[src/uart9_pkg.sv]
package uart9_pkg;

  // register byte addresses on the axi4-lite bus
  localparam logic [4:0] ADDR_BUFFER  = 5'h00;
  localparam logic [4:0] ADDR_CTRL    = 5'h04;
  localparam logic [4:0] ADDR_POWER   = 5'h08;
  localparam logic [4:0] ADDR_TIMER   = 5'h0C;
  localparam logic [4:0] ADDR_IRQ_ST  = 5'h10;
  localparam logic [4:0] ADDR_IRQ_EN  = 5'h14;
  localparam logic [4:0] ADDR_IRQ_CLR = 5'h18;

  // serial control field positions
  localparam int CTRL_RX_FULL   = 0;
  localparam int CTRL_TX_DONE   = 1;
  localparam int CTRL_RX_NINTH  = 2;
  localparam int CTRL_TX_NINTH  = 3;
  localparam int CTRL_RX_ALLOW  = 4;
  localparam int CTRL_ADDR_FILT = 5;
  localparam int CTRL_MODE3     = 6;
  localparam int CTRL_IRQ_EN    = 7;
  localparam int PWR_DOUBLER    = 7;

  // baud timer control field positions
  localparam int TMR_SEL        = 0;
  localparam int TMR_HALT       = 1;
  localparam int TMR_RELOAD_LSB = 8;

  localparam int FRAME_BITS     = 11;
  localparam int OVERSAMPLE     = 16;
  localparam int FIXED_DIV_SLOW = 64;
  localparam int FIXED_DIV_FAST = 32;

  localparam logic [1:0] RESP_OKAY   = 2'h0;
  localparam logic [1:0] RESP_SLVERR = 2'h2;

  typedef struct packed {
    logic [7:0] data;
    logic       ninth;
  } char_type;

  typedef enum logic [1:0] {
    RX_IDLE,
    RX_START,
    RX_SHIFT
  } rx_state_type;

endpackage

[src/uart9.sv]
// Behaviour
// - frame is start, eight data bits lsb first, ninth bit, stop bit
// - transmitted ninth bit comes from tx_ninth_bit in serial_ctrl_reg
// - received ninth bit goes to rx_ninth_bit; stop bit value ignored
// - writing serial_buffer_reg starts sending a new character
// - transmit_done_flag sets at start of the stop-bit time
// - receiver starts a character only while receive-allow is one
// - accept only if rx_full_flag zero and, if filtering, ninth bit one
// - on accept load data, ninth bit, and set rx_full_flag
// - on reject leave buffer, ninth bit and rx_full_flag unchanged
// - interrupt while transmit_done or rx_full set and serial irq enabled; code also masks each flag by its irq_en_ff bit
// - fixed-rate mode divides core_clock by 64, or 32 with doubler
// - baud_doubler resets to zero
// - variable-rate mode times bits from one of two selectable timers
// - mode 3 differs from mode 2 only in baud source
// - baud timer overflow serves baud rate regardless of other timer
// - halting the baud timer stops it; leaving halt restarts it from the new reload
//
// Implementation choices: the register addresses and register access over AXI4-Lite.
`timescale 1ns/1ns
`default_nettype none
module uart9 #(
  parameter int TIMER_W = 16
) (
  input  wire logic        CLK_I,
  input  wire logic        RESET_I,
  input  wire logic        RXD_I,
  output var  logic        TXD_O,
  output var  logic        IRQ_O,
  input  wire logic [4:0]  AWADDR_I,
  input  wire logic        AWVALID_I,
  output var  logic        AWREADY_O,
  input  wire logic [31:0] WDATA_I,
  input  wire logic [3:0]  WSTRB_I,
  input  wire logic        WVALID_I,
  output var  logic        WREADY_O,
  output var  logic [1:0]  BRESP_O,
  output var  logic        BVALID_O,
  input  wire logic        BREADY_I,
  input  wire logic [4:0]  ARADDR_I,
  input  wire logic        ARVALID_I,
  output var  logic        ARREADY_O,
  output var  logic [31:0] RDATA_O,
  output var  logic [1:0]  RRESP_O,
  output var  logic        RVALID_O,
  input  wire logic        RREADY_I
);

  initial begin
    if (TIMER_W < 4 || TIMER_W > 16) begin
      $error("TIMER_W out of range");
    end
  end

  localparam int OSW = $clog2(uart9_pkg::OVERSAMPLE);

  // bus write side: address and data latched independently
  logic [4:0]  aw_addr_ff;
  logic        aw_have_ff;
  logic [31:0] w_data_ff;
  logic        w_have_ff;
  logic        bvalid_ff;
  logic [31:0] rdata_ff;
  logic        rvalid_ff;
  logic        arready_ff;

  logic [7:0]  ctrl_ff;
  logic        doubler_ff;
  logic [uart9_pkg::TMR_RELOAD_LSB+TIMER_W-1:0] tmr_ctrl_ff;
  logic [1:0]  irq_en_ff;
  uart9_pkg::char_type rx_buf_ff;
  logic        rx_full_ff;
  logic        tx_done_ff;

  wire do_write = aw_have_ff && w_have_ff && !bvalid_ff;
  wire wr_buf   = do_write && aw_addr_ff == uart9_pkg::ADDR_BUFFER;
  wire wr_ctrl  = do_write && aw_addr_ff == uart9_pkg::ADDR_CTRL;
  wire wr_pwr   = do_write && aw_addr_ff == uart9_pkg::ADDR_POWER;
  wire wr_tmr   = do_write && aw_addr_ff == uart9_pkg::ADDR_TIMER;
  wire wr_en    = do_write && aw_addr_ff == uart9_pkg::ADDR_IRQ_EN;
  wire wr_clr   = do_write && aw_addr_ff == uart9_pkg::ADDR_IRQ_CLR;
  wire wr_known = wr_buf || wr_ctrl || wr_pwr || wr_tmr || wr_en
                  || wr_clr;

  always_ff @(posedge CLK_I or posedge RESET_I) begin
    if (RESET_I) begin
      aw_addr_ff <= 5'h0;
      aw_have_ff <= 1'b0;
      w_data_ff  <= 32'h0000_0000;
      w_have_ff  <= 1'b0;
      bvalid_ff  <= 1'b0;
    end else begin
      if (AWVALID_I && !aw_have_ff) begin
        aw_addr_ff <= AWADDR_I;
        aw_have_ff <= 1'b1;
      end
      if (WVALID_I && !w_have_ff) begin
        w_data_ff <= WDATA_I;
        w_have_ff <= 1'b1;
      end
      if (do_write) begin
        bvalid_ff  <= 1'b1;
        aw_have_ff <= 1'b0;
        w_have_ff  <= 1'b0;
      end else if (bvalid_ff && BREADY_I) begin
        bvalid_ff <= 1'b0;
      end
    end
  end

  assign AWREADY_O = !aw_have_ff;
  assign WREADY_O  = !w_have_ff;
  assign BVALID_O  = bvalid_ff;

  logic [1:0] bresp_ff;
  always_ff @(posedge CLK_I or posedge RESET_I) begin
    if (RESET_I) begin
      bresp_ff <= uart9_pkg::RESP_OKAY;
    end else if (do_write) begin
      bresp_ff <= wr_known ? uart9_pkg::RESP_OKAY : uart9_pkg::RESP_SLVERR;
    end
  end
  assign BRESP_O = bresp_ff;

  // software-owned control bits; flags held separately
  always_ff @(posedge CLK_I or posedge RESET_I) begin
    if (RESET_I) begin
      ctrl_ff     <= 8'h00;
      doubler_ff  <= 1'b0;
      tmr_ctrl_ff <= '0;
      irq_en_ff   <= 2'h0;
    end else begin
      if (wr_ctrl) begin
        ctrl_ff <= w_data_ff[7:0];
      end
      if (wr_pwr) begin
        doubler_ff <= w_data_ff[uart9_pkg::PWR_DOUBLER];
      end
      if (wr_tmr) begin
        tmr_ctrl_ff <= w_data_ff[uart9_pkg::TMR_RELOAD_LSB+TIMER_W-1:0];
      end
      if (wr_en) begin
        irq_en_ff <= w_data_ff[1:0];
      end
    end
  end

  wire tx_ninth   = ctrl_ff[uart9_pkg::CTRL_TX_NINTH];
  wire rx_allow   = ctrl_ff[uart9_pkg::CTRL_RX_ALLOW];
  wire addr_filt  = ctrl_ff[uart9_pkg::CTRL_ADDR_FILT];
  wire mode3      = ctrl_ff[uart9_pkg::CTRL_MODE3];
  wire serial_ien = ctrl_ff[uart9_pkg::CTRL_IRQ_EN];

  // baud timers: two reload counters, one chosen; halted one holds
  logic [TIMER_W-1:0] tmr_cnt_ff [2];
  logic [1:0]         tmr_ovf;
  wire [TIMER_W-1:0]  reload = tmr_ctrl_ff[uart9_pkg::TMR_RELOAD_LSB +:
                                           TIMER_W];
  wire tmr_sel  = tmr_ctrl_ff[uart9_pkg::TMR_SEL];
  wire tmr_halt = tmr_ctrl_ff[uart9_pkg::TMR_HALT];
  // a timer write restarts both counters from the new reload, so the
  // first overflow after reprogramming is one period away, not 2^W
  wire [TIMER_W-1:0]  new_reload = w_data_ff[uart9_pkg::TMR_RELOAD_LSB +:
                                             TIMER_W];

  genvar g;
  generate
    for (g = 0; g < 2; g++) begin : g_tmr
      wire run = !(tmr_halt && tmr_sel == 1'(g));
      assign tmr_ovf[g] = run && (&tmr_cnt_ff[g]);
      always_ff @(posedge CLK_I or posedge RESET_I) begin
        if (RESET_I) begin
          tmr_cnt_ff[g] <= '0;
        end else if (wr_tmr) begin
          tmr_cnt_ff[g] <= new_reload;
        end else if (tmr_ovf[g]) begin
          tmr_cnt_ff[g] <= reload;
        end else if (run) begin
          tmr_cnt_ff[g] <= tmr_cnt_ff[g] + 1'b1;
        end
      end
    end
  endgenerate

  // the selected timer's overflow feeds the baud path, independent of any flag
  wire var_tick = tmr_ovf[tmr_sel];

  // fixed rate: core clock / (32 or 64) is one bit; 1/16 of that ticks
  localparam int FDIV_W = $clog2(uart9_pkg::FIXED_DIV_SLOW /
                                 uart9_pkg::OVERSAMPLE);
  localparam logic [FDIV_W-1:0] FDIV_SLOW = FDIV_W'(
    uart9_pkg::FIXED_DIV_SLOW / uart9_pkg::OVERSAMPLE - 1);
  localparam logic [FDIV_W-1:0] FDIV_FAST = FDIV_W'(
    uart9_pkg::FIXED_DIV_FAST / uart9_pkg::OVERSAMPLE - 1);
  logic [FDIV_W-1:0] fdiv_ff;
  wire [FDIV_W-1:0] fdiv_top = doubler_ff ? FDIV_FAST : FDIV_SLOW;
  wire fix_tick = fdiv_ff >= fdiv_top;

  always_ff @(posedge CLK_I or posedge RESET_I) begin
    if (RESET_I) begin
      fdiv_ff <= '0;
    end else begin
      fdiv_ff <= fix_tick ? '0 : fdiv_ff + 1'b1;
    end
  end

  // only the rate source depends on mode 3
  wire os_tick = mode3 ? var_tick : fix_tick;

  // transmitter
  logic [OSW-1:0] tx_os_ff;
  logic [3:0]     tx_bit_ff;
  logic [10:0]    tx_shift_ff;
  logic           tx_busy_ff;
  logic           txd_ff;
  wire tx_bit_end = os_tick && (&tx_os_ff);
  wire tx_last    = tx_bit_ff == 4'(uart9_pkg::FRAME_BITS - 1);
  wire stop_begin = tx_busy_ff && tx_bit_end
                    && tx_bit_ff == 4'(uart9_pkg::FRAME_BITS - 2);

  always_ff @(posedge CLK_I or posedge RESET_I) begin
    if (RESET_I) begin
      tx_os_ff    <= '0;
      tx_bit_ff   <= 4'h0;
      tx_shift_ff <= '1;
      tx_busy_ff  <= 1'b0;
      txd_ff      <= 1'b1;
    end else if (wr_buf) begin
      // a write restarts the frame, even mid-character
      tx_shift_ff <= {1'b1, tx_ninth, w_data_ff[7:0], 1'b0};
      tx_busy_ff  <= 1'b1;
      tx_os_ff    <= '0;
      tx_bit_ff   <= 4'h0;
      txd_ff      <= 1'b0;
    end else if (tx_busy_ff && os_tick) begin
      tx_os_ff <= tx_os_ff + 1'b1;
      if (tx_bit_end) begin
        if (tx_last) begin
          tx_busy_ff <= 1'b0;
          txd_ff     <= 1'b1;
        end else begin
          tx_bit_ff   <= tx_bit_ff + 1'b1;
          tx_shift_ff <= {1'b1, tx_shift_ff[10:1]};
          txd_ff      <= tx_shift_ff[1];
        end
      end
    end
  end
  assign TXD_O = txd_ff;

  // receiver
  uart9_pkg::rx_state_type rx_st_ff;
  logic [OSW-1:0] rx_os_ff;
  logic [3:0]     rx_bit_ff;
  logic [8:0]     rx_shift_ff;
  logic           rxd_prev_ff;
  localparam logic [OSW-1:0] MID = OSW'(uart9_pkg::OVERSAMPLE / 2 - 1);
  wire rx_mid   = os_tick && rx_os_ff == MID;
  wire rx_fall  = rxd_prev_ff && !RXD_I;
  wire rx_done  = rx_st_ff == uart9_pkg::RX_SHIFT && rx_mid
                  && rx_bit_ff == 4'(uart9_pkg::FRAME_BITS - 2);
  // stop bit not checked; decision made at its sample point
  wire rx_ninth = rx_shift_ff[8];
  wire accept   = rx_done && !rx_full_ff
                  && (!addr_filt || rx_ninth);

  always_ff @(posedge CLK_I or posedge RESET_I) begin
    if (RESET_I) begin
      rx_st_ff    <= uart9_pkg::RX_IDLE;
      rx_os_ff    <= '0;
      rx_bit_ff   <= 4'h0;
      rx_shift_ff <= '0;
      rxd_prev_ff <= 1'b1;
    end else begin
      rxd_prev_ff <= RXD_I;
      if (os_tick) begin
        rx_os_ff <= rx_os_ff + 1'b1;
      end
      case (rx_st_ff)
        uart9_pkg::RX_IDLE: begin
          if (rx_allow && rx_fall) begin
            rx_st_ff <= uart9_pkg::RX_START;
            rx_os_ff <= '0;
          end
        end
        uart9_pkg::RX_START: begin
          if (rx_mid) begin
            rx_st_ff  <= RXD_I ? uart9_pkg::RX_IDLE : uart9_pkg::RX_SHIFT;
            rx_bit_ff <= 4'h0;
          end
        end
        uart9_pkg::RX_SHIFT: begin
          if (rx_mid) begin
            rx_bit_ff <= rx_bit_ff + 1'b1;
            if (rx_bit_ff < 4'(uart9_pkg::FRAME_BITS - 2)) begin
              rx_shift_ff <= {RXD_I, rx_shift_ff[8:1]};
            end else begin
              rx_st_ff <= uart9_pkg::RX_IDLE;
            end
          end
        end
        default: rx_st_ff <= uart9_pkg::RX_IDLE;
      endcase
    end
  end

  // flags: hardware sets, software clears; set wins
  wire clr_ctrl_rx = wr_ctrl && !w_data_ff[uart9_pkg::CTRL_RX_FULL];
  wire clr_ctrl_tx = wr_ctrl && !w_data_ff[uart9_pkg::CTRL_TX_DONE];
  wire clr_rx = clr_ctrl_rx
                || (wr_clr && w_data_ff[uart9_pkg::CTRL_RX_FULL]);
  wire clr_tx = clr_ctrl_tx
                || (wr_clr && w_data_ff[uart9_pkg::CTRL_TX_DONE]);

  always_ff @(posedge CLK_I or posedge RESET_I) begin
    if (RESET_I) begin
      rx_buf_ff  <= '0;
      rx_full_ff <= 1'b0;
      tx_done_ff <= 1'b0;
    end else begin
      if (accept) begin
        rx_buf_ff <= '{data: rx_shift_ff[7:0], ninth: rx_ninth};
        rx_full_ff <= 1'b1;
      end else if (clr_rx) begin
        rx_full_ff <= 1'b0;
      end
      if (stop_begin) begin
        tx_done_ff <= 1'b1;
      end else if (clr_tx) begin
        tx_done_ff <= 1'b0;
      end
    end
  end

  wire [1:0] flags = {tx_done_ff, rx_full_ff};
  logic irq_ff;
  always_ff @(posedge CLK_I or posedge RESET_I) begin
    if (RESET_I) begin
      irq_ff <= 1'b0;
    end else begin
      irq_ff <= serial_ien && |(flags & irq_en_ff);
    end
  end
  assign IRQ_O = irq_ff;

  // read side: one read at a time, answer one cycle after address
  logic [31:0] rd_mux;
  always_comb begin
    rd_mux = 32'h0000_0000;
    case (ARADDR_I)
      uart9_pkg::ADDR_BUFFER: rd_mux = {24'h00_0000, rx_buf_ff.data};
      uart9_pkg::ADDR_CTRL: begin
        rd_mux = {24'h00_0000, ctrl_ff};
        rd_mux[uart9_pkg::CTRL_RX_FULL]  = rx_full_ff;
        rd_mux[uart9_pkg::CTRL_TX_DONE]  = tx_done_ff;
        rd_mux[uart9_pkg::CTRL_RX_NINTH] = rx_buf_ff.ninth;
      end
      uart9_pkg::ADDR_POWER: rd_mux[uart9_pkg::PWR_DOUBLER] = doubler_ff;
      uart9_pkg::ADDR_TIMER: rd_mux = 32'(tmr_ctrl_ff);
      uart9_pkg::ADDR_IRQ_ST: rd_mux = {30'h0000_0000, flags};
      uart9_pkg::ADDR_IRQ_EN: rd_mux = {30'h0000_0000, irq_en_ff};
      default: rd_mux = 32'h0000_0000;
    endcase
  end
  wire rd_known = ARADDR_I <= uart9_pkg::ADDR_IRQ_EN
                  && ARADDR_I[1:0] == 2'h0;
  logic [1:0] rresp_ff;

  always_ff @(posedge CLK_I or posedge RESET_I) begin
    if (RESET_I) begin
      rdata_ff     <= 32'h0000_0000;
      rvalid_ff    <= 1'b0;
      arready_ff   <= 1'b1;
      rresp_ff     <= uart9_pkg::RESP_OKAY;
    end else if (ARVALID_I && arready_ff) begin
      rdata_ff     <= rd_mux;
      rresp_ff     <= rd_known ? uart9_pkg::RESP_OKAY
                               : uart9_pkg::RESP_SLVERR;
      rvalid_ff    <= 1'b1;
      arready_ff   <= 1'b0;
    end else if (rvalid_ff && RREADY_I) begin
      rvalid_ff  <= 1'b0;
      arready_ff <= 1'b1;
    end
  end
  assign ARREADY_O = arready_ff;
  assign RDATA_O   = rdata_ff;
  assign RVALID_O  = rvalid_ff;
  assign RRESP_O   = rresp_ff;
endmodule // uart9
`default_nettype wire

[config.mk]
export PLATFORM = sky130hd
export DESIGN_NAME = uart9
export DESIGN_NICKNAME = d
export VERILOG_FILES = /design/src/uart9_pkg.sv /design/src/uart9.sv
export SDC_FILE = /design/constraint.sdc
export NUM_CORES = 1
export LEC_CHECK = 0
export ABC_AREA = 1
export BUFFER_PORTS_ARGS = -buffer_cell sky130_fd_sc_hd__buf_2
export CORE_MARGIN = 2
export CORE_UTILIZATION = 60
export DETAILED_ROUTE_END_ITERATION = 12
export PLACE_DENSITY = 0.81
export SLEW_MARGIN = 20
export SYNTH_ARGS = -nofsm -noshare
export SYNTH_HDL_FRONTEND = slang
export SYNTH_SLANG_ARGS = --single-unit
[constraint.sdc]
create_clock -name CLK_I -period 7.2 [get_ports CLK_I]
set_input_delay 0 -clock CLK_I [delete_from_list [all_inputs] [get_ports CLK_I]]
set_output_delay 0 -clock CLK_I [all_outputs]
set_load 0.02 [all_outputs]
# --- Word level (Yosys, flattened, before mapping) ---
# Index checks and enable logic that the tools add are counted.
word_totals:
  output_inout_bits: 43
  in_bits: 54
  elab_cells: 204
  register_bits: 192
op_classes:
  eq_ne: 23
  order_cmp: 4
  mux: 60
  add_sub_neg: 7
  bitwise_logic: 2
  n_reduce_logical: 76
ops:
  columns: ["operator", "count"]
  rows:
  - ["$mux 16", 7]
  - ["$mux 11", 4]
  - ["$mux 4", 11]
  - ["$pmux 7 s5", 1]
  - ["$logic_and 1x1->1", 34]
  - ["$add 16x1->16 const B", 2]
  - ["$reduce_and 16->1", 2]
  - ["$mux 1", 25]
  - ["$eq 5x4->1 const B", 4]
  - ["$eq 5x5->1 const B", 4]
  - ["$reduce_bool 2->1", 10]
  - ["$mux 2", 9]
  - ["$add 4x1->4 const B", 4]
  - ["$eq 4x4->1 const B", 3]
  - ["$reduce_and 3->1", 4]
  - ["$eq 5x3->1 const B", 2]
  - ["$logic_not 1->1", 10]
  - ["$logic_not 5->1", 2]
  - ["$ne 2x2->1 const B", 5]
  - ["$logic_or 1x1->1", 8]
  - ["$pmux 4 s2", 1]
  - ["$reduce_and 4->1", 2]
  - ["$ne 3x3->1 const B", 2]
  - ["$pmux 2 s3", 1]
  - ["other kinds (14)", 15]

# --- Logic depth before layout (Yosys ltp) ---
# Gate-level depths: netlist of the first run.
logic_depth:
  ltp_word: 13
  depth_mapped: 14
  ltp_nobuf: 13

# --- Worst setup path before layout of the first run ---
# No wires, ideal clock.
synth_path:
  kind: "register -> register"
  startpoint: "register tmr_cnt_ff[0] (netlist name)"
  endpoint: "register rx_st_ff[1]"
  slack_ns: 5.373
  stages_incl_launch_ff: 14
  setup_ns: 0.117
  period_less_slack_ns: 1.827
  arrival_time_ns: 1.711
  t_required_ns: 7.083
  cell_sequence: "dfrtp_1 -> ha_1 -> nand3_2 -> nor3_4 -> nand3_2 -> nand3_2 -> nand2_4 -> clkinv_4 -> nand2_2 -> buf_6 -> nand2_2 -> nand2_1 -> nand2_1 -> nand2_1"
synth_via:
  elab_chain_len: 8
  elab_cells_between_ends: 9
  cone_classes: "2 x eq/ne; 3 x mux; 4 x reduce/logical"
synth_lines:
  columns: ["element", "line_no", "source"]
  rows:
  - ["from (decl)", "uart9.sv:155", "logic [TIMER_W-1:0] tmr_cnt_ff [2];"]
  - ["from (signal, indexed assignment)", "uart9.sv:175", "tmr_cnt_ff[g] <= new_reload;"]
  - ["from (signal, indexed assignment)", "uart9.sv:177", "tmr_cnt_ff[g] <= reload;"]
  - ["from (signal, indexed assignment)", "uart9.sv:179", "tmr_cnt_ff[g] <= tmr_cnt_ff[g] + 1'b1;"]
  - ["$reduce_and 16->1 *", "uart9.sv:170", "assign tmr_ovf[g] = run && (&tmr_cnt_ff[g]);"]
  - ["$logic_and 1x1->1 *", "uart9.sv:170", null]
  - ["$mux 1 (implied by the code) * (2 in a row)", "uart9.sv:186", "wire var_tick = tmr_ovf[tmr_sel];"]
  - ["$mux 1 *", "uart9.sv:208", "wire os_tick = mode3 ? var_tick : fix_tick;"]
  - ["$logic_and 1x1->1 *", "uart9.sv:258", "wire rx_mid = os_tick && rx_os_ff == MID;"]
  - ["$ne 2x2->1 (no line)", null, null]
  - ["$reduce_and 4->1 (no line) *", null, null]
  - ["to (signal assigned)", "uart9.sv:269", "rx_st_ff <= uart9_pkg::RX_IDLE;"]
  - ["to (signal assigned)", "uart9.sv:282", "rx_st_ff <= uart9_pkg::RX_START;"]
  - ["to (signal assigned)", "uart9.sv:288", "rx_st_ff <= RXD_I ? uart9_pkg::RX_IDLE : uart9_pkg::RX_SHIFT;"]
  - ["to (decl)", "uart9.sv:252", "uart9_pkg::rx_state_type rx_st_ff;"]
# Mark *: on every way between the ends. The rest lies on a longest branch, timed or not. The select of a mux whose other input is x is not followed.
# A chain may end at the register's enable or synchronous reset.

# --- Worst setup path after layout of the first run ---
layout_path:
  startpoint: "register bvalid_ff (netlist: BVALID_O)"
  endpoint: "register tmr_cnt_ff[15] (netlist name)"
layout_via:
  elab_chain_len: 4
  elab_cells_between_ends: 5
  cone_classes: "1 x eq/ne; 1 x mux; 3 x reduce/logical"
layout_lines:
  columns: ["element", "line_no", "source"]
  rows:
  - ["from (decl)", "uart9.sv:62", "logic bvalid_ff;"]
  - ["from (signal assigned)", "uart9.sv:91", "bvalid_ff <= 1'b0;"]
  - ["from (signal assigned)", "uart9.sv:102", "bvalid_ff <= 1'b1;"]
  - ["from (signal assigned)", "uart9.sv:106", "bvalid_ff <= 1'b0;"]
  - ["$logic_not 1->1 *", "uart9.sv:75", "wire do_write = aw_have_ff && w_have_ff && !bvalid_ff;"]
  - ["$logic_and 1x1->1 *", "uart9.sv:75", null]
  - ["$logic_and 1x1->1 *", "uart9.sv:79", "wire wr_tmr = do_write && aw_addr_ff == uart9_pkg::ADDR_TIMER;"]
  - ["$ne 3x3->1 (no line) or $mux 16 (tied branches)", null, null]
# Mark *: on every way between the ends. The rest lies on a longest branch, timed or not.

==> results of run 1 <==
layout make-up:
type	instances	area, sq um	share of cell area, %
Sequential cell	177	4440	43.4
Multi-Input combinational cell	749	3800	37.0
Tap cell	184	230	2.25
Clock inverter	6	57.6	0.561
Inverter	126	483	4.71
Timing Repair Buffer	113	753	7.35
Clock buffer	25	485	4.74
how the worst max path moves through the flow:
stage,from,to,slack [ns],cells after the start
after floorplan,RESET_I,BRESP_O[1],2.42,1
after global placement,BVALID_O,tmr_cnt_ff[7],4.18,9
after detailed placement,BVALID_O,tmr_cnt_ff[15],4.07,9
after CTS,BVALID_O,tmr_cnt_ff[13],4.08,9
after global routing,BVALID_O,tmr_cnt_ff[15],3.63,9
final,BVALID_O,tmr_cnt_ff[15],3.96,9
power breakdown:
| part | total (mW) | switching [mW] | internal (mW) |
|---|---|---|---|
| sequential | 1.56 | 0.258 | 1.31 |
| combinational | 1.18 | 0.763 | 0.420 |
| clock | 0.871 | 0.372 | 0.499 |
worst register-to-register path, stage by stage, from the launching register on:
cell     delay [ns]
dfrtp_1        0.37
inv_1          0.07
nand3_1        0.20
nor2_2         0.27
nand2_1        0.57
inv_1          0.95
nand2_1        0.37
nand2_1        0.16
inv_1          0.05
a21oi_1        0.14
metal layers:
layer	GRT usage [%]	vias to the layer above
met3	5.06	24
met5	0	-
met1	41.4	3577
li1	-	3724
met2	41.5	284
met4	8.27	0
stage by stage:
step	instances	power (mW)	hold WS (ns)	utilization, %
after CTS	1380	3.60	0.0820	70.5
after global routing	1380	3.87	0.137	70.5
final	1380	3.62	0.0898	70.5
after global placement	1313	2.66	0.148	64.3
after detailed placement	1313	2.72	0.146	64.3
after floorplan	1090	2.42	0.00448	-
cell usage in the layout (no fill, tap or decap), types with 15 or more instances in the layout:
cell type / Yosys / routed
clkbuf_16: 0 / 17
a21oi_1: 38 / 38
nand4_1: 20 / 20
o21ai_0: 96 / 96
nor3_1: 21 / 21
nand3_1: 45 / 45
mux2_2: 16 / 16
xor2_1: 15 / 15
dlygate4sd3_1: 0 / 36
dfrtp_1: 165 / 165
inv_1: 121 / 120
a31oi_1: 16 / 16
nand2_1: 276 / 276
buf_2: 10 / 74
nor2_1: 101 / 101
flip-flops by register name (all words and copies together), names as in the netlist, 4 cells and up:
register	cells
RDATA_O	24
aw_addr_ff	5
ctrl_ff	5
rx_bit_ff	4
rx_buf_ff	9
rx_os_ff	4
rx_shift_ff	9
tmr_cnt_ff	32
tmr_ctrl_ff	24
tx_bit_ff	4
tx_os_ff	4
tx_shift_ff	9
w_data_ff	24
logic make-up (layout without fill, tap and decap cells):
kind of cell,after synthesis,count (layout)
compound gates,200,200
xor+xnor,21,21
fa+ha+maj,11,11
buf+inv,164,270
flops,177,177
mux,16,16
other cells,1,10
simple gates,491,491
what timing repair did:
item,in CTS,in global routing
hold buffers,36,0
endpoints found under the hold margin,143,0
setup buffers,0,0
==> out/qor.txt, run 1 <==
Reg2reg end -> tmr_cnt_ff[15]
Setup TNS -> 0 ns
LEAKAGE -> 5.11 nW
RePlAce Congestion -> 0.919
Gr usage total -> 27.6%
Hold path start -> WVALID_I
Endpoints failing hold -> 0
Critical path peak fanout -> 30
Core area -> 0.0145 sq mm
RR Startpoint -> BVALID_O
Number of CTS-inserted buffers -> 17
Distinct cell type count after synthesis -> 46
Max H-tree Level -> 4
Clock buffer depth -> 2
Crit path DAT -> 3.59 ns
F_max -> 0.309 GHz
Post-Synth XOR/XNOR Area -> 2.07%
RSZ-0062 raised after global routing -> false
Average cell area after synthesis -> 8.23 sq um
Largest net degree at the start of global routing -> 109
Initial Utilization -> 61.2%
DRT iter0 DRCs -> 769
PwrDens -> 353 mW/mm^2
Yosys top cell area share -> 46.4%
Seq/Total Area, Yosys -> 49.9%
Synth top area cells -> dfrtp_1 (46%), nand2_1 (12%), o21ai_0 (5.4%), inv_1 (5.1%), nor2_1 (4.3%)
Post-synthesis compound-gate area fraction -> 12.6%
Yosys warns -> 0
Fin area -> 0.0103 sq mm
Clock root buffer master -> clkbuf_16
Count leader, synth -> nand2_1
DR WL met3 -> 1470 microns
Seq cells post-synth -> 177
Vias in the first global route -> 7,274
Ys async rst share -> 100%
Ys flop type -> dfrtp_1
Fill cells -> 1,137
Row count -> 44
Worst Hold Path Cells -> 4
Antenna-violating nets left -> 0
Mapped cell area -> 0.00890 sq mm
Layout area overhead -> 15.2%
Ports -> 97
Uppermost layer routed -> met4
DIE AREA -> 0.0158 sq mm
Slew Limit Fails -> 0
CTS tree -> yes
Worst Setup Start Kind -> register
Die H -> 126 microns
Worst EP required -> 7.55 ns
Final period util -> 44.9%
M1 WL -> 9920 microns
CP max stage cell -> inv_1
DP Worst Slack -> 4.07 ns
DR WL/cell -> 15.1 microns
Final HPWL DP -> 14,100 microns
Max cap viols -> 0
Number of synthesized flops with an enable pin -> 0
Crit path kind -> register to register
Most frequent cells after synthesis -> nand2_1 (276), dfrtp_1 (165), inv_1 (121), nor2_1 (101), o21ai_0 (96)
Synth Area in Simple Gates -> 24.0%
Initial antenna violation count -> 0
Buf/Inv on CP -> 3
Slowest stage delay, CP -> 0.94 ns
Worst r2r path cells -> 9
Final wirelength -> 20,800 microns
Clock latency at the later pin of the worst-skew pair -> 0.43 ns
Fin nets -> 1,249
CP endpoint kind -> register
Hold Path Class -> input port to register
CTS sink count -> 177
Finish-stage setup viols -> 0
Grt total ovfl -> 0
Largest family of logic cells by synthesized area -> simple AND/OR/NAND/NOR gates
Worst Skew -> 0.00890 ns
Worst-path clk slew -> 0.06 ns
Post-synthesis mux area share -> 2.02%
Cell Chain, Critical Path -> inv_1 -> nand3_1 -> nor2_2 -> nand2_1 -> inv_1 -> nand2_1 -> nand2_1 -> inv_1 -> a21oi_1
DR vias -> 7,609
Residual DRC -> 0
Dpl cell area -> 0.00935 sq mm
Worst R2R Setup Slack -> 3.96 ns
Status -> finished, final reports clean
Dominant cell type by area after synthesis -> dfrtp_1
Min Tclk post-route -> 3.24 ns
Worst slew pin tran -> 0.935 ns
Resized cells post-CTS -> 0
Metal2 WL -> 9140 microns
First-pass GRT wire length -> 35,200 microns
Via density -> 5.51
Worst VDD drop -> 0.000253 V
DRT Pass-1 Iters -> 5
Chip Width -> 126 microns
Post-synthesis adder-cell area fraction -> 1.55%
Relative slew slack -> 37.6%
Port Buffers -> 74
Hold EP -> w_have_ff
Kind of cell adding the most delay to the critical path -> simple AND/OR/NAND/NOR gates
Cells after Synth -> 1,081
Share of cells above drive strength 1 -> 13.6%
Final worst setup slack -> 3.96 ns
Ant. Diodes -> 0
(Power assumes the default switching activity.)
==> run 2, diff against run 1 <==
--- a/config.mk
+++ b/config.mk
@@ -5,12 +5,12 @@
 export SDC_FILE = /design/constraint.sdc
 export NUM_CORES = 1
 export LEC_CHECK = 0
-export ABC_AREA = 1
+export ABC_AREA = 0
 export BUFFER_PORTS_ARGS = -buffer_cell sky130_fd_sc_hd__buf_2
 export CORE_MARGIN = 2
-export CORE_UTILIZATION = 60
+export CORE_UTILIZATION = 59
 export DETAILED_ROUTE_END_ITERATION = 12
-export PLACE_DENSITY = 0.81
+export PLACE_DENSITY = 0.8
 export SLEW_MARGIN = 20
 export SYNTH_ARGS = -nofsm -noshare
 export SYNTH_HDL_FRONTEND = slang
==> constraint.sdc (replaced) <==
create_clock -name CLK_I -period 3 [get_ports CLK_I]
set_input_delay 0 -clock CLK_I [delete_from_list [all_inputs] [get_ports CLK_I]]
set_output_delay 0 -clock CLK_I [all_outputs]
set_load 0.02 [all_outputs]
==> out/qor.txt, run 2 <==
Crit path DAT -> 2.76 ns (was 3.59 ns)
Cells after Synth -> 870 (was 1,081)
First-pass GRT wire length -> 35,700 microns (was 35,200 microns)
Clock latency at the later pin of the worst-skew pair -> 0.43 ns (about the same)
Initial antenna violation count -> 0 (unchanged)
Ys async rst share -> 100% (unchanged)
Cell Chain, Critical Path -> ha_1 -> and4_1 -> nand3_1 -> nor3_2 -> o211ai_2 -> mux2_2 (was inv_1 -> nand3_1 -> nor2_2 -> nand2_1 -> inv_1 -> nand2_1 -> nand2_1 -> inv_1 -> a21oi_1)
LEAKAGE -> 4.60 nW (was 5.11 nW)
Layout area overhead -> 17.5% (was 15.2%)
Worst slew pin tran -> 0.821 ns (was 0.935 ns)
Critical path peak fanout -> 9 (was 30)
Ys flop type -> dfrtp_1 (unchanged)
CP endpoint kind -> register (unchanged)
PwrDens -> 794 mW/mm^2 (was 353 mW/mm^2)
CTS tree -> yes (unchanged)
Worst Skew -> 0.00723 ns (was 0.00890 ns)
Ports -> 97 (unchanged)
Most common cell after layout, fill and taps aside -> dfrtp_1 (was nand2_1)
RSZ-0062 raised after global routing -> false (unchanged)
Multi-input logic area -> 0.00394 sq mm (was 0.00380 sq mm)
Distinct cell type count after synthesis -> 67 (was 46)
CTS sink count -> 177 (unchanged)
Seq/Total Area, Yosys -> 51.5% (was 49.9%)
Yosys warns -> 0 (unchanged)
Slowest stage delay, CP -> 0.55 ns (was 0.94 ns)
Final worst setup slack -> 0.561 ns (was 3.96 ns)
Core area -> 0.0144 sq mm (was 0.0145 sq mm)
Final period util -> 81.3% (was 44.9%)
Resized cells post-CTS -> 0 (unchanged)
Fill cells -> 1,042 (was 1,137)
Register area -> 0.00444 sq mm (unchanged)
Via density -> 6.11 (was 5.51)
Mapped cell area -> 0.00864 sq mm (was 0.00890 sq mm)
Crit path kind -> register to register (unchanged)
DR vias -> 7,188 (was 7,609)
Synth top area cells -> dfrtp_1 (48%), mux2_2 (7.3%), nand2_1 (6.7%), o21ai_0 (4.6%), dfstp_2 (3.7%) (was dfrtp_1 (46%), nand2_1 (12%), o21ai_0 (5.4%), inv_1 (5.1%), nor2_1 (4.3%))
Final wirelength -> 21,600 microns (was 20,800 microns)
Largest net degree at the start of global routing -> 143 (was 109)
Count leader, synth -> dfrtp_1 (was nand2_1)
Slew Limit Fails -> 0 (unchanged)
Port Buffers -> 74 (unchanged)
DR WL/cell -> 18.4 microns (was 15.1 microns)
Buf/Inv on CP -> 0 (was 3)
Status -> finished, final reports clean (unchanged)
Hold Path Class -> input port to register (unchanged)
Row count -> 44 (unchanged)
Final HPWL DP -> 14,100 microns (about the same)
Register name with the most flops -> tmr_cnt_ff (unchanged)
Yosys top cell area share -> 47.8% (was 46.4%)
Share of cells above drive strength 1 -> 20.9% (was 13.6%)
Clock buffer depth -> 2 (unchanged)
Fin nets -> 1,046 (was 1,249)
Worst Setup Start Kind -> register (unchanged)
Number of CTS-inserted buffers -> 17 (unchanged)
Max cap viols -> 0 (unchanged)
DP Worst Slack -> 0.610 ns (was 4.07 ns)
Kind of cell adding the most delay to the critical path -> simple AND/OR/NAND/NOR gates (unchanged)
Average cell area after synthesis -> 9.93 sq um (was 8.23 sq um)
DIE AREA -> 0.0156 sq mm (was 0.0158 sq mm)
Vias in the first global route -> 7,052 (was 7,274)
F_max -> 0.410 GHz (was 0.309 GHz)
Residual DRC -> 0 (unchanged)
Antenna-violating nets left -> 0 (unchanged)
Clock root buffer master -> clkbuf_16 (unchanged)
DRT Pass-1 Iters -> 5 (unchanged)
DRT iter0 DRCs -> 705 (was 769)
Worst-path clk slew -> 0.07 ns (was 0.06 ns)
Ant. Diodes -> 0 (unchanged)
Endpoints failing hold -> 0 (unchanged)
Most frequent cells in the layout -> dfrtp_1 (165), nand2_1 (155), o21ai_0 (79), buf_2 (74), mux2_2 (56) (was nand2_1 (276), dfrtp_1 (165), inv_1 (120), nor2_1 (101), o21ai_0 (96))
Relative slew slack -> 45.3% (was 37.6%)
Die H -> 125 microns (was 126 microns)
CP max stage cell -> nor3_2 (was inv_1)
Chip Width -> 125 microns (was 126 microns)
Worst EP required -> 3.32 ns (was 7.55 ns)
Finish-stage setup viols -> 0 (unchanged)
Seq cells post-synth -> 177 (unchanged)
Gr usage total -> 28.4% (was 27.6%)
Most frequent cells after synthesis -> dfrtp_1 (165), nand2_1 (155), o21ai_0 (79), mux2_2 (56), nand3_1 (37) (was nand2_1 (276), dfrtp_1 (165), inv_1 (121), nor2_1 (101), o21ai_0 (96))
Setup TNS -> 0 ns (unchanged)
Max reg flops -> 32 (unchanged)
Number of synthesized flops with an enable pin -> 0 (unchanged)
Dominant cell type by area after synthesis -> dfrtp_1 (unchanged)
Grt total ovfl -> 0 (unchanged)
Max H-tree Level -> 4 (unchanged)
Min Tclk post-route -> 2.44 ns (was 3.24 ns)
RePlAce Congestion -> 0.881 (was 0.919)
Initial Utilization -> 59.9% (was 61.2%)
Worst VDD drop -> 0.000422 V (was 0.000253 V)
[run 2: final timing paths]
check	slack [ns]	startpoint	cells after the start	endpoint
setup / recovery	0.56	tmr_cnt_ff[16]	6	rx_shift_ff[0]
setup reg to reg	0.56	tmr_cnt_ff[16]	6	rx_shift_ff[0]
max in group asynchronous	2.04	RESET_I	4	aw_addr_ff[0]
hold / removal	0.02	ARADDR_I[1]	4	RRESP_O[1]
min in group asynchronous	0.27	RESET_I	4	tmr_ctrl_ff[19]
hold reg to reg	0.46	fdiv_ff[0]	1	fdiv_ff[0]
[run 2: cell type report]
class | count | share of cell area, %
multi-input combinational | 638 | 38.8
tap | 184 | 2.27
clock buffer | 23 | 4.81
clock inverter | 8 | 0.555
inverter | 15 | 0.592
timing repair buffer | 132 | 9.15
sequential | 177 | 43.8
[run 2: where the power goes]
| group | total, mW | internal, mW | switching (mW) | leakage (nW) |
|---|---|---|---|---|
| logic | 2.04 | 0.971 | 1.07 | 2.09 |
| registers | 3.97 | 3.15 | 0.823 | 2.24 |
| clock network | 2.05 | 1.14 | 0.906 | 0.265 |
[run 2: metal layers]
metal / GRT usage (%) / part of all wire [%]
met5: 0 / 0
met4: 11.0 / 3.1
met3: 4.79 / 5.2
met2: 48.4 / 51
met1: 36.7 / 41
[run 2: repair_timing]
action	4_1_cts	5_1_grt
endpoints found under the hold margin	203	0
setup buffers	0	0
hold buffers	39	0
[run 2: cells by family (layout without fill, tap and decap cells)]
kind of cell / count (synthesis) / count (layout) / share of synthesized area [%]
simple gates: 330 / 330 / 18.6
compound gates: 215 / 215 / 16.0
flops: 177 / 177 / 51.5
mux: 64 / 64 / 8.23
buf+inv: 64 / 178 / 3.32
fa+ha+maj: 11 / 11 / 1.59
xor+xnor: 8 / 8 / 0.811
other cells: 1 / 10 / 0.0434
[run 2: metrics by stage]
stage	utilization (%)	power (mW)	hold WS, ns	instances	cell area, sq um
after floorplan	-	5.26	0.00448	879	8670
after global placement	63.9	5.81	0.135	1107	9210
after detailed placement	63.9	5.92	0.132	1107	9210
after CTS	70.4	8.03	0.00195	1177	10100
after global routing	70.4	8.52	0.0457	1177	10100
final	70.4	8.06	0.0211	1177	10100
[run 2: worst reg2reg max path, stage by stage, from the launching register on]
cell	delay [ns]
dfrtp_1	0.41
ha_1	0.26
and4_1	0.28
nand3_1	0.13
nor3_2	0.55
o211ai_2	0.33
mux2_2	0.36
==> run 3, diff against run 2 <==
--- a/config.mk
+++ b/config.mk
@@ -5,7 +5,7 @@
 export SDC_FILE = /design/constraint.sdc
 export NUM_CORES = 1
 export LEC_CHECK = 0
-export ABC_AREA = 0
+export ABC_AREA = 1
 export BUFFER_PORTS_ARGS = -buffer_cell sky130_fd_sc_hd__buf_2
 export CORE_MARGIN = 2
 export CORE_UTILIZATION = 59
==> constraint.sdc (replaced) <==
create_clock -name CLK_I -period 2.43 [get_ports CLK_I]
set_input_delay 0 -clock CLK_I [delete_from_list [all_inputs] [get_ports CLK_I]]
set_output_delay 0 -clock CLK_I [all_outputs]
set_load 0.02 [all_outputs]
==> out/qor.txt, run 3 (synthesized netlist as in run 1, its figures left out) <==
Final wirelength -> 21,600 microns (unchanged)
Worst r2r path cells -> 7 (was 6)
Post-CTS Hold Buffers -> 36 (was 39)
DR vias -> 7,764 (was 7,188)
Max H-tree Level -> 4 (unchanged)
Ports -> 97 (unchanged)
CP endpoint kind -> register (unchanged)
Vias in the first global route -> 7,284 (was 7,052)
Switching share of power -> 38.1% (was 34.8%)
Core area -> 0.0146 sq mm (was 0.0144 sq mm)
Worst Setup SP -> tmr_cnt_ff[0] (was tmr_cnt_ff[16])
Worst Skew -> 0.0106 ns (was 0.00723 ns)
RSZ-0062 raised after global routing -> false (unchanged)
Chip Width -> 127 microns (was 125 microns)
Most frequent cells in the layout -> nand2_1 (276), dfrtp_1 (165), inv_1 (120), nor2_1 (101), o21ai_0 (96) (was dfrtp_1 (165), nand2_1 (155), o21ai_0 (79), buf_2 (74), mux2_2 (56))
Resized cells post-CTS -> 0 (unchanged)
Largest net degree at the start of global routing -> 38 (was 143)
Relative slew slack -> 41.2% (was 45.3%)
Gr usage total -> 28.3% (was 28.4%)
Number of CTS-inserted buffers -> 17 (unchanged)
RR Startpoint -> tmr_cnt_ff[0] (was tmr_cnt_ff[16])
DR WL/cell -> 15.4 microns (was 18.4 microns)
Placed insts -> 1,334 (was 1,107)
Max reg flops -> 32 (unchanged)
Comb power frac -> 32.4% (was 25.4%)
PwrDens -> 1060 mW/mm^2 (was 794 mW/mm^2)
Status -> finished, final reports clean (unchanged)
Switch Pwr -> 4.27 mW (was 2.80 mW)
Slew Limit Fails -> 0 (unchanged)
DRT iter0 DRCs -> 904 (was 705)
Row count -> 44 (unchanged)
Number of post-CTS setup repair buffers -> 0 (unchanged)
Sequential Power Share -> 41.4% (was 49.2%)
Min Tclk post-route -> 2.20 ns (was 2.44 ns)
DRT Pass-1 Iters -> 5 (unchanged)
First-pass GRT wire length -> 36,300 microns (was 35,700 microns)
Initial Utilization -> 60.8% (was 59.9%)
Reg2reg end -> tmr_cnt_ff[15] (was rx_shift_ff[0])
Ant. Diodes -> 0 (unchanged)
Endpoints failing hold -> 0 (unchanged)
Finish-stage setup viols -> 0 (unchanged)
Non-filler cells, final -> 1,402 (was 1,177)
Clock buffer depth -> 2 (unchanged)
P_int -> 6.93 mW (was 5.26 mW)
Fin nets -> 1,270 (was 1,046)
Critical path peak fanout -> 9 (unchanged)
Worst VDD drop -> 0.000750 V (was 0.000422 V)
Max cap viols -> 0 (unchanged)
Worst Hold Path Cells -> 4 (unchanged)
Share of cells above drive strength 1 -> 15.5% (was 20.9%)
Worst-path clk slew -> 0.06 ns (was 0.07 ns)
Hold path start -> ARVALID_I (was ARADDR_I[1])
CTS tree -> yes (unchanged)
Clock latency at the later pin of the worst-skew pair -> 0.43 ns (about the same)
Antenna-violating nets left -> 0 (unchanged)
Clock root buffer master -> clkbuf_16 (unchanged)
Initial antenna violation count -> 0 (unchanged)
Worst EP required -> 2.78 ns (was 3.32 ns)
Final period util -> 90.7% (was 81.3%)
Most common cell after layout, fill and taps aside -> nand2_1 (was dfrtp_1)
Crit path DAT -> 2.56 ns (was 2.76 ns)
Die H -> 127 microns (was 125 microns)
Register name with the most flops -> tmr_cnt_ff (unchanged)
RePlAce Congestion -> 0.977 (was 0.881)
CTS sink count -> 177 (unchanged)
LEAKAGE -> 5.27 nW (was 4.60 nW)
Worst slew pin tran -> 0.880 ns (was 0.821 ns)
Crit path kind -> register to register (unchanged)
CP endpoint -> tmr_cnt_ff[15] (was rx_shift_ff[0])
Grt total ovfl -> 0 (unchanged)
Final HPWL DP -> 14,900 microns (was 14,100 microns)
Port Buffers -> 74 (unchanged)
Hold Path Class -> input port to register (unchanged)
DIE AREA -> 0.0161 sq mm (was 0.0156 sq mm)
Worst R2R Setup Slack -> 0.23 ns (was 0.56 ns)
F_max -> 0.454 GHz (was 0.410 GHz)
Setup TNS -> 0 ns (unchanged)
Residual DRC -> 0 (unchanged)
Worst Setup Start Kind -> register (unchanged)
Layout area overhead -> 18.5% (was 17.5%)
Clock Power Share -> 26.2% (was 25.4%)
Via density -> 5.54 (was 6.11)
==> run 3: cell count changes in the layout (fill, tap and decap cells not counted), sizes merged, moves of 11 or more <==
cell / change
inv: +110
mux2: -40
nand2: +127
nand2b: -11
nand3: +15
nor2: +70
o21ai: +23
==> run 3: worst max-delay path, stage by stage, from the launching register on <==
cell     delay, ns
dfrtp_1       0.44
ha_1          0.27
nand3_2       0.14
nor3_4        0.06
buf_4         0.15
a41oi_1       0.66
o21ai_0       0.21
a21oi_1       0.18
==> run 3: worst min-delay path by stage <==
stage	endpoint	slack, ns
detailed placement	rxd_prev_ff	0.15
finish	RDATA_O[16]	0.03
floorplan	rxd_prev_ff	0.004
global placement	rxd_prev_ff	0.15
global route	RDATA_O[16]	0.07
CTS	RDATA_O[16]	0.03
==> run 3: per-stage QoR <==
step / instance area, sq um / utilization, % / hold slack (ns) / power [mW] / setup WS (ns)
2_1_floorplan: 8940 / - / 0.00448 / 7.17 / 0.173
6_report: 10500 / 72.0 / 0.0258 / 11.2 / 0.227
4_1_cts: 10500 / 72.0 / 0.0278 / 11.2 / 0.265
3_3_place_gp: 9550 / 65.2 / 0.146 / 7.97 / 0.337
5_1_grt: 10500 / 72.0 / 0.0714 / 12.0 / 0.0707
3_5_place_dp: 9550 / 65.2 / 0.145 / 8.13 / 0.278
==> run 3: cell type report <==
cell class	instances	area [sq um]
sequential	177	4440
fill	1110	4100
multi-input combinational	749	3800
timing repair buffer	134	961
inverter	126	482
clock buffer	19	443
tap	184	230
clock inverter	13	186
==> run 3: power by group through the flow <==
stage               combinational (mW)  sequential (mW)  clock (mW)
floorplan                         2.66             4.51           0
detailed placement                3.50             4.64           0
finish                            3.63             4.63        2.94
CTS                               3.61             4.60        2.96
global route                      4.12             4.74        3.10
global placement                  3.37             4.60           0
==> run 3: per-layer routing <==
metal	wire length [microns]	share of wire, %	global-route usage (%)
met3	1600	7.4	5.10
met1	10200	47	43.4
met4	261	1.2	7.11
met2	9590	44	42.0
met5	0	0	0
